===== src/etirq_pkg.sv =====
// Operation
// - five causes: trap, pin, ports, wrap, tick
// - entry waits for instruction completion
// - stack registers then load source vector
// - software trap is never masked
// - mask or disabled enable blocks external
// - take external: latch, enable, mask clear
// - external vector fetch clears the external latch
// - level mode: edge or low latches
// - edge mode: falling edge only latches
// - port option adds four port sources
// - port level needs others low, pin high
// - pin request needs all enabled ports low
// - level mode: request held while active
// - edge mode: port needs fresh rise
// - edge mode: pin needs fresh fall
// - enable bit read/write, resets to one
// - pending flag read-only, set by requests
// - external vector fetch clears flag, writes ignored
// - writing one to clear bit clears flag
// - global mask blocks both timer sources
// - wrap flag with enable requests timer
// - tick flag with enable requests timer
// - entry sets the global mask
// - external vector ahead of timer vector
package etirq_pkg;

  // ----------------------------------------------------------------
  // register map
  // ----------------------------------------------------------------
  localparam logic [7:0] ETIRQ_STATUS_CONTROL_OFFSET = 8'h00;
  localparam logic [7:0] ETIRQ_OPTION_OFFSET = 8'h04;
  localparam logic [7:0] ETIRQ_STATE_OFFSET = 8'h08;

  // status/control bit positions
  localparam int ETIRQ_CLEAR_BIT = 0;
  localparam int ETIRQ_ENABLE_BIT = 1;
  localparam int ETIRQ_PENDING_BIT = 3;
  // option bit positions
  localparam int ETIRQ_LEVEL_BIT = 0;
  localparam int ETIRQ_PORT_OPT_BIT = 1;

  localparam logic ETIRQ_ENABLE_RESET = 1'b1;
  localparam logic [1:0] ETIRQ_OPTION_RESET = 2'h0;

  // ----------------------------------------------------------------
  // vectors
  // ----------------------------------------------------------------
  localparam logic [15:0] ETIRQ_VEC_SWI = 16'h03fc;
  localparam logic [15:0] ETIRQ_VEC_EXT = 16'h03fa;
  localparam logic [15:0] ETIRQ_VEC_TIMER = 16'h03f8;

  typedef enum logic [1:0] {
    ETIRQ_IDLE = 2'b00,
    ETIRQ_STACK = 2'b01,
    ETIRQ_VECTOR = 2'b11
  } etirq_state_type;

  typedef enum logic [1:0] {
    ETIRQ_SRC_NONE = 2'h0,
    ETIRQ_SRC_SWI = 2'h1,
    ETIRQ_SRC_EXT = 2'h2,
    ETIRQ_SRC_TIMER = 2'h3
  } etirq_src_type;

  typedef struct packed {
    logic instr_done;
    logic software_trap_instruction;
    logic global_mask;
    logic stack_done;
  } etirq_core_in_type;

  typedef struct packed {
    logic irq_start;
    logic stack_push;
    logic set_mask;
    logic vector_load;
    logic [15:0] vector_addr;
  } etirq_core_out_type;

  typedef struct packed {
    logic counter_wrap_flag;
    logic counter_wrap_int_enable;
    logic periodic_tick_flag;
    logic periodic_tick_int_enable;
  } etirq_timer_type;

endpackage


===== src/etirq_ctrl.sv =====
module etirq_ctrl #(
  parameter int ADDR_WIDTH = 8,
  parameter int PORT_PINS = 4
) (
  // clock and reset
  input wire logic ref_clk,
  input wire logic resetn,
  // apb slave
  input wire logic psel,
  input wire logic penable,
  input wire logic pwrite,
  input wire logic [ADDR_WIDTH-1:0] paddr,
  input wire logic [31:0] pwdata,
  input wire logic [3:0] pstrb,
  output logic pready,
  output logic [31:0] prdata,
  output logic pslverr,
  // request pins
  input wire logic ext_request_n,
  input wire logic [PORT_PINS-1:0] port_request_pins,
  // timer and core
  input wire etirq_pkg::etirq_timer_type timer_in,
  input wire etirq_pkg::etirq_core_in_type core_in,
  output etirq_pkg::etirq_core_out_type core_out
);
  import etirq_pkg::*;

  // ----------------------------------------------------------------
  // pin synchronisers and edge history
  // ----------------------------------------------------------------
  logic ext_meta_reg, ext_sync_reg, ext_prev_reg;
  logic [PORT_PINS-1:0] port_meta_reg, port_sync_reg, port_prev_reg;

  always_ff @(posedge ref_clk) begin
    if (!resetn) begin
      ext_meta_reg <= 1'b1;
      ext_sync_reg <= 1'b1;
      ext_prev_reg <= 1'b1;
      port_meta_reg <= '0;
      port_sync_reg <= '0;
      port_prev_reg <= '0;
    end else begin
      ext_meta_reg <= ext_request_n;
      ext_sync_reg <= ext_meta_reg;
      ext_prev_reg <= ext_sync_reg;
      port_meta_reg <= port_request_pins;
      port_sync_reg <= port_meta_reg;
      port_prev_reg <= port_sync_reg;
    end
  end

  // ----------------------------------------------------------------
  // registers
  // ----------------------------------------------------------------
  logic enable_reg;
  logic level_reg, port_opt_reg;
  logic latch_reg;
  etirq_state_type state_reg;
  etirq_src_type src_reg;

  // ----------------------------------------------------------------
  // request qualification
  // ----------------------------------------------------------------
  wire ports_used = port_opt_reg;
  wire [PORT_PINS-1:0] port_live = port_sync_reg & {PORT_PINS{ports_used}};
  wire ext_low = ~ext_sync_reg;
  wire ext_fall = ext_prev_reg & ~ext_sync_reg;
  wire ports_all_low = ~|port_live;

  // external pin counts only while every enabled port is low
  wire ext_active = level_reg ? ext_low : ext_fall;
  wire ext_set = ext_active & ports_all_low;

  // one port counts only when it is the sole high one and pin is high
  logic [PORT_PINS-1:0] port_set;
  genvar g;
  generate
    for (g = 0; g < PORT_PINS; g++) begin : g_port
      wire others_low = ~|(port_live & ~(PORT_PINS'(1) << g));
      wire rise = port_live[g] & ~port_prev_reg[g];
      wire act = level_reg ? port_live[g] : rise;
      assign port_set[g] = act & others_low & ext_sync_reg;
    end
  endgenerate

  wire latch_set = ext_set | (|port_set);

  // ----------------------------------------------------------------
  // apb decode
  // ----------------------------------------------------------------
  wire access = psel & penable;
  wire commit = access & pready;
  wire [7:0] word_addr = 8'(paddr);
  wire hit_sc = word_addr == ETIRQ_STATUS_CONTROL_OFFSET;
  wire hit_opt = word_addr == ETIRQ_OPTION_OFFSET;
  wire hit_state = word_addr == ETIRQ_STATE_OFFSET;
  wire mapped = hit_sc | hit_opt | hit_state;
  wire wr_lane0 = commit & pwrite & pstrb[0];
  wire wr_sc = wr_lane0 & hit_sc;
  wire wr_opt = wr_lane0 & hit_opt;
  wire sw_clear = wr_sc & pwdata[ETIRQ_CLEAR_BIT];

  // ----------------------------------------------------------------
  // interrupt decision at instruction boundary
  // ----------------------------------------------------------------
  wire timer_req = (timer_in.counter_wrap_flag & timer_in.counter_wrap_int_enable)
                 | (timer_in.periodic_tick_flag & timer_in.periodic_tick_int_enable);
  wire ext_take = latch_reg & enable_reg & ~core_in.global_mask;
  wire timer_take = timer_req & ~core_in.global_mask;
  wire boundary = (state_reg == ETIRQ_IDLE) & core_in.instr_done;

  // trap belongs to its own instruction, so it wins at its boundary
  // explicit cast: a conditional between enum items is plain integral to strict tools
  wire etirq_src_type pick = etirq_src_type'(
    core_in.software_trap_instruction ? ETIRQ_SRC_SWI
    : ext_take ? ETIRQ_SRC_EXT
    : timer_take ? ETIRQ_SRC_TIMER
    : ETIRQ_SRC_NONE);
  wire start = boundary & (pick != ETIRQ_SRC_NONE);
  wire vec_fetch = state_reg == ETIRQ_VECTOR;
  wire ext_fetch = vec_fetch & (src_reg == ETIRQ_SRC_EXT);

  function automatic logic [15:0] vec_of(input etirq_src_type s);
    case (s)
      ETIRQ_SRC_SWI: vec_of = ETIRQ_VEC_SWI;
      ETIRQ_SRC_EXT: vec_of = ETIRQ_VEC_EXT;
      default: vec_of = ETIRQ_VEC_TIMER;
    endcase
  endfunction

  // ----------------------------------------------------------------
  // sequencer
  // ----------------------------------------------------------------
  etirq_state_type state_next;
  always_comb begin
    state_next = state_reg;
    case (state_reg)
      ETIRQ_IDLE: begin
        if (start) begin
          state_next = ETIRQ_STACK;
        end
      end
      ETIRQ_STACK: begin
        if (core_in.stack_done) begin
          state_next = ETIRQ_VECTOR;
        end
      end
      ETIRQ_VECTOR: begin
        state_next = ETIRQ_IDLE;
      end
      default: begin
        state_next = ETIRQ_IDLE;
      end
    endcase
  end

  always_ff @(posedge ref_clk) begin
    if (!resetn) begin
      state_reg <= ETIRQ_IDLE;
      src_reg <= ETIRQ_SRC_NONE;
    end else begin
      state_reg <= state_next;
      if (start) begin
        src_reg <= pick;
      end
    end
  end

  // core handshake outputs, all registered
  etirq_core_out_type core_out_reg;
  always_ff @(posedge ref_clk) begin
    if (!resetn) begin
      core_out_reg <= '0;
      core_out_reg.vector_addr <= ETIRQ_VEC_TIMER;
    end else begin
      core_out_reg.irq_start <= start;
      core_out_reg.stack_push <= state_next == ETIRQ_STACK;
      core_out_reg.set_mask <= start;
      core_out_reg.vector_load <= state_next == ETIRQ_VECTOR;
      if (start) begin
        core_out_reg.vector_addr <= vec_of(pick);
      end
    end
  end
  assign core_out = core_out_reg;

  // ----------------------------------------------------------------
  // request latch and software bits
  // ----------------------------------------------------------------
  // a new request in the clearing cycle survives the clear
  wire latch_next = latch_set | (latch_reg & ~(ext_fetch | sw_clear));

  always_ff @(posedge ref_clk) begin
    if (!resetn) begin
      latch_reg <= 1'b0;
      enable_reg <= ETIRQ_ENABLE_RESET;
      level_reg <= ETIRQ_OPTION_RESET[ETIRQ_LEVEL_BIT];
      port_opt_reg <= ETIRQ_OPTION_RESET[ETIRQ_PORT_OPT_BIT];
    end else begin
      latch_reg <= latch_next;
      if (wr_sc) begin
        enable_reg <= pwdata[ETIRQ_ENABLE_BIT];
      end
      if (wr_opt) begin
        level_reg <= pwdata[ETIRQ_LEVEL_BIT];
        port_opt_reg <= pwdata[ETIRQ_PORT_OPT_BIT];
      end
    end
  end

  // ----------------------------------------------------------------
  // apb read and response
  // ----------------------------------------------------------------
  logic [31:0] rd_sc, rd_opt, rd_state;
  always_comb begin
    rd_sc = '0;
    rd_sc[ETIRQ_ENABLE_BIT] = enable_reg;
    rd_sc[ETIRQ_PENDING_BIT] = latch_reg;
    rd_opt = '0;
    rd_opt[ETIRQ_LEVEL_BIT] = level_reg;
    rd_opt[ETIRQ_PORT_OPT_BIT] = port_opt_reg;
    // state word: pin image, timer request, sequencer state and source
    rd_state = {16'h0000, 4'(port_sync_reg), 3'h0, ext_sync_reg,
                2'h0, timer_req, 1'b0, state_reg, src_reg};
  end
  wire [31:0] rd_mux = hit_sc ? rd_sc : hit_opt ? rd_opt : hit_state ? rd_state : 32'h0;

  // one wait state keeps every bus output straight from a flop
  logic pready_reg, pslverr_reg;
  logic [31:0] prdata_reg;
  always_ff @(posedge ref_clk) begin
    if (!resetn) begin
      pready_reg <= 1'b0;
      pslverr_reg <= 1'b0;
      prdata_reg <= 32'h0;
    end else begin
      pready_reg <= access & ~pready_reg;
      pslverr_reg <= access & ~pready_reg & ~mapped;
      prdata_reg <= (access & ~pready_reg & ~pwrite) ? rd_mux : 32'h0;
    end
  end
  assign pready = pready_reg;
  assign pslverr = pslverr_reg;
  assign prdata = prdata_reg;

endmodule


===== config.mk =====
export PLATFORM = sky130hd
export DESIGN_NAME = etirq_ctrl
export DESIGN_NICKNAME = d
export VERILOG_FILES = /design/src/etirq_pkg.sv /design/src/etirq_ctrl.sv
export SDC_FILE = /design/constraint.sdc
export NUM_CORES = 1
export LEC_CHECK = 0
export BUFFER_PORTS_ARGS = -buffer_cell sky130_fd_sc_hd__buf_2
export CORE_MARGIN = 1.5
export CORE_UTILIZATION = 43
export CTS_BUF_LIST = sky130_fd_sc_hd__clkbuf_8
export DETAILED_ROUTE_END_ITERATION = 8
export GPL_TIMING_DRIVEN = 0
export PLACE_DENSITY = 0.85
export SETUP_SLACK_MARGIN = 0.1
export SLEW_MARGIN = 10
export SYNTH_ARGS = -nofsm -noshare
export SYNTH_HDL_FRONTEND = slang
export SYNTH_SLANG_ARGS = --single-unit
export TNS_END_PERCENT = 1

===== constraint.sdc =====
create_clock -name ref_clk -period 1.6 [get_ports ref_clk]
set_input_delay 0 -clock ref_clk [delete_from_list [all_inputs] [get_ports ref_clk]]
set_output_delay 0 -clock ref_clk [all_outputs]
set_load 0.005 [all_outputs]

==> impl_metrics.env <==
export IMPL_hold_slack_ns=0.0280
export IMPL_status="complete, no violations"
export IMPL_yosysTopAreaCell="dfxtp_1"
export IMPL_viasPerCell=4.27
export IMPL_pin_count=116
export IMPL_die_h_um=66.8
export IMPL_maxSlewViolCount=0
export IMPL_tns_ns=0
export IMPL_wirelength_mm=3.17
export IMPL_syn_area_per_cell_um2=9.68
export IMPL_synth_top_area_frac=0.457
export IMPL_grt_overflow=0
export IMPL_cts_sinks=40
export IMPL_hpwl_mm=2.44
export IMPL_clk_path_buf_depth=2
export IMPL_die_w_um=66.8
export IMPL_drtIter0Drc=38
export IMPL_async_reset_ff_frac=0
export IMPL_synth_edf_count=0
export IMPL_r2r_end="src_reg[0]$_SDFFE_PN0P_"
export IMPL_initial_core_util=0.441
export IMPL_drive_gt1_frac=0.338
export IMPL_ys_seq_elements=40
export IMPL_ys_flop_type="dfxtp_1"
export IMPL_ff_latch_area_um2=801
export IMPL_grt_pass1_vias=1196
export IMPL_startpoint="state_reg[1]$_SDFF_PN0_"
export IMPL_yosysSeqAreaShare=0.457
export IMPL_power_density_nw_per_um2=844
export IMPL_rsz0062_at_grt="yes"
export IMPL_dr_pass1_iters=4
export IMPL_grt_pass1_wl_mm=4.96
export IMPL_fin_skew_ns=0.00192
export IMPL_yosys_warnings=0
export IMPL_diodes=0
export IMPL_post_route_period_util=0.864
export IMPL_setup_violations=0
export IMPL_antenna_found_initial=0
export IMPL_largest_register_ffs=10
export IMPL_crit_path_end="src_reg[0]$_SDFFE_PN0P_"
export IMPL_core_area_um2=3970
export IMPL_avgRoutedWirePerCell_um=9.75
export IMPL_synth_cell_types=40
export IMPL_cts_buffers=5
export IMPL_drcViolationCount=0
export IMPL_root_buffer="clkbuf_8"
export IMPL_syn_inst=181
export IMPL_drtAntennaViolNets=0
export IMPL_vias=1387
export IMPL_fillers=350
export IMPL_use_met3=0.0422
export IMPL_worstSetupPathType="reg2reg"
export IMPL_netlist_area_um2=1750
export IMPL_endpoint_kind="flip-flop"
export IMPL_postCtsSetupBuffers=0
export IMPL_ys_top_cells_by_area="dfxtp_1 (46%), buf_4 (16%), and2_1 (7.1%), mux2i_1 (4.0%), nand2_1 (2.1%)"
export IMPL_clkTransAtPathRegs_ns=0.07
export IMPL_grt_use_total=0.150
export IMPL_grt_max_degree=13
export IMPL_finalHoldViolCount=0
export IMPL_reg2reg_from="state_reg[1]$_SDFF_PN0_"
export IMPL_multi_input_area_um2=781
export IMPL_finalNetCount=336
export IMPL_crit_path_start_kind="flip-flop"
export IMPL_required_ns=1.78
export IMPL_rrSetupSlack_ns=0.22
export IMPL_finalWorstPathRequiredPeriod_ns=1.38
export IMPL_die_area_um2=4470
export IMPL_rows=23
export IMPL_p_leak_nw=1.21
export IMPL_arrival_ns=1.56
export IMPL_ir_worst_vdd_mv=0.370
export IMPL_cap_violations=0
export IMPL_clk_insertion_delay_late_ns=0.29
export IMPL_rr_worst_depth=4
export IMPL_met1_usage=0.164
export IMPL_worstPathMaxFanout=4
export IMPL_areaGrowthSynthToFinish_pct=33.4
export IMPL_grt_busiest_layer="met2"
export IMPL_hp_class="in2reg"
export IMPL_place_congestion=0.832
export IMPL_gr_usage_met2=0.254
export IMPL_port_buffers=45
export IMPL_htree_num_levels=2
export IMPL_max_freq_mhz=723
export IMPL_tritoncts="built"
-- logic make-up after synthesis --
family,after synthesis,share of synthesized area
other,2,0.00429
xor gates and xnor gates,2,0.0100
AOI/OAI and AO/OA,18,0.0693
buffers and inverters,44,0.174
DFF,40,0.457
and+or+nand+nor,68,0.246
muxes,7,0.0400
-- synth_stat cells (2+ instances only) --
library cell  number
o21ai_0            3
and2_1            20
nand2_1           10
nand3b_1           2
a21oi_1            6
inv_1              3
nor2b_1            3
nand2b_1           5
conb_1             2
nor2_1             8
mux2i_1            7
dfxtp_1           40
buf_4             37
nand4_1            4
and4b_1            3
clkbuf_1           4
-- stage by stage --
| stage | area (µm²) | setup WS, ns | instances | utilization | total power, mW |
|---|---|---|---|---|---|
| floorplan | 1880 | 0.347 | 215 | - | 1.23 |
| global placement | 2170 | 0.254 | 310 | 0.546 | 1.29 |
| detailed placement | 2170 | 0.218 | 310 | 0.546 | 1.30 |
| CTS | 2330 | 0.207 | 325 | 0.587 | 1.99 |
| global route | 2340 | 0.0876 | 325 | 0.588 | 2.07 |
| finish | 2340 | 0.217 | 325 | 0.588 | 1.97 |
-- metal layers --
layer	part of all wire	routed length [µm]	vias to the layer above
li1	-	-	720
met1	0.42	1340	603
met2	0.48	1510	57
met3	0.075	238	7
met4	0.023	72	0
met5	0	0	-
-- where the power goes --
| group | switching, mW | total (mW) | internal [mW] |
|---|---|---|---|
| logic | 0.102 | 0.246 | 0.143 |
| clock network | 0.330 | 0.674 | 0.344 |
| registers | 0.0234 | 1.05 | 1.03 |
| total | 0.456 | 1.97 | 1.52 |
-- placed cells by master (no fill, tap or decap), types with 3 or more instances in the layout --
master	instances
nand2_1	10
clkbuf_1	4
nand2b_1	5
buf_4	37
clkbuf_8	6
nor2b_1	3
o21ai_0	3
conb_1	36
and4b_1	3
buf_2	45
dfxtp_1	40
nor2_1	8
inv_1	3
and2_1	20
a21oi_1	6
mux2i_1	7
nand4_1	4
dlygate4sd3_1	7
-- worst min-delay path by stage --
stage / from / slack, ns / cells past startpoint / endpoint
final: core_in[2] / 0.03 / 3 / core_out[2]$_SDFFE_PN0P_
after global routing: pwdata[0] / 0.04 / 3 / level_reg$_SDFFE_PN0P_
after CTS: pwdata[0] / 0.008 / 3 / level_reg$_SDFFE_PN0P_
after detailed placement: ext_request_n / 0.19 / 2 / ext_meta_reg$_SDFF_PN1_
after global placement: ext_request_n / 0.18 / 2 / ext_meta_reg$_SDFF_PN1_
after floorplan: ext_request_n / 0.10 / 1 / ext_meta_reg$_SDFF_PN1_
-- cell type report --
cell class                 instances  area share
sequential                        40       0.343
multi-input combinational        131       0.334
timing repair buffer              52       0.126
buffer                            41       0.125
clock buffer                       6      0.0354
tap                               50      0.0268
inverter                           3     0.00482
clock inverter                     2     0.00428
-- critical path, cell delays in order, from the launching register on --
cell and delay [ns]:
dfxtp_1 0.36, nor3b_4 0.26, or3b_1 0.42, nor2_1 0.14
o22ai_1 0.09
-- timing repair --
action | in CTS | in global routing
gates resized for setup | 0 | 2
hold buffers | 7 | 0
endpoints found under the setup margin | 0 | 3
hold endpoints to repair | 9 | 0
(Power assumes the default switching activity.)
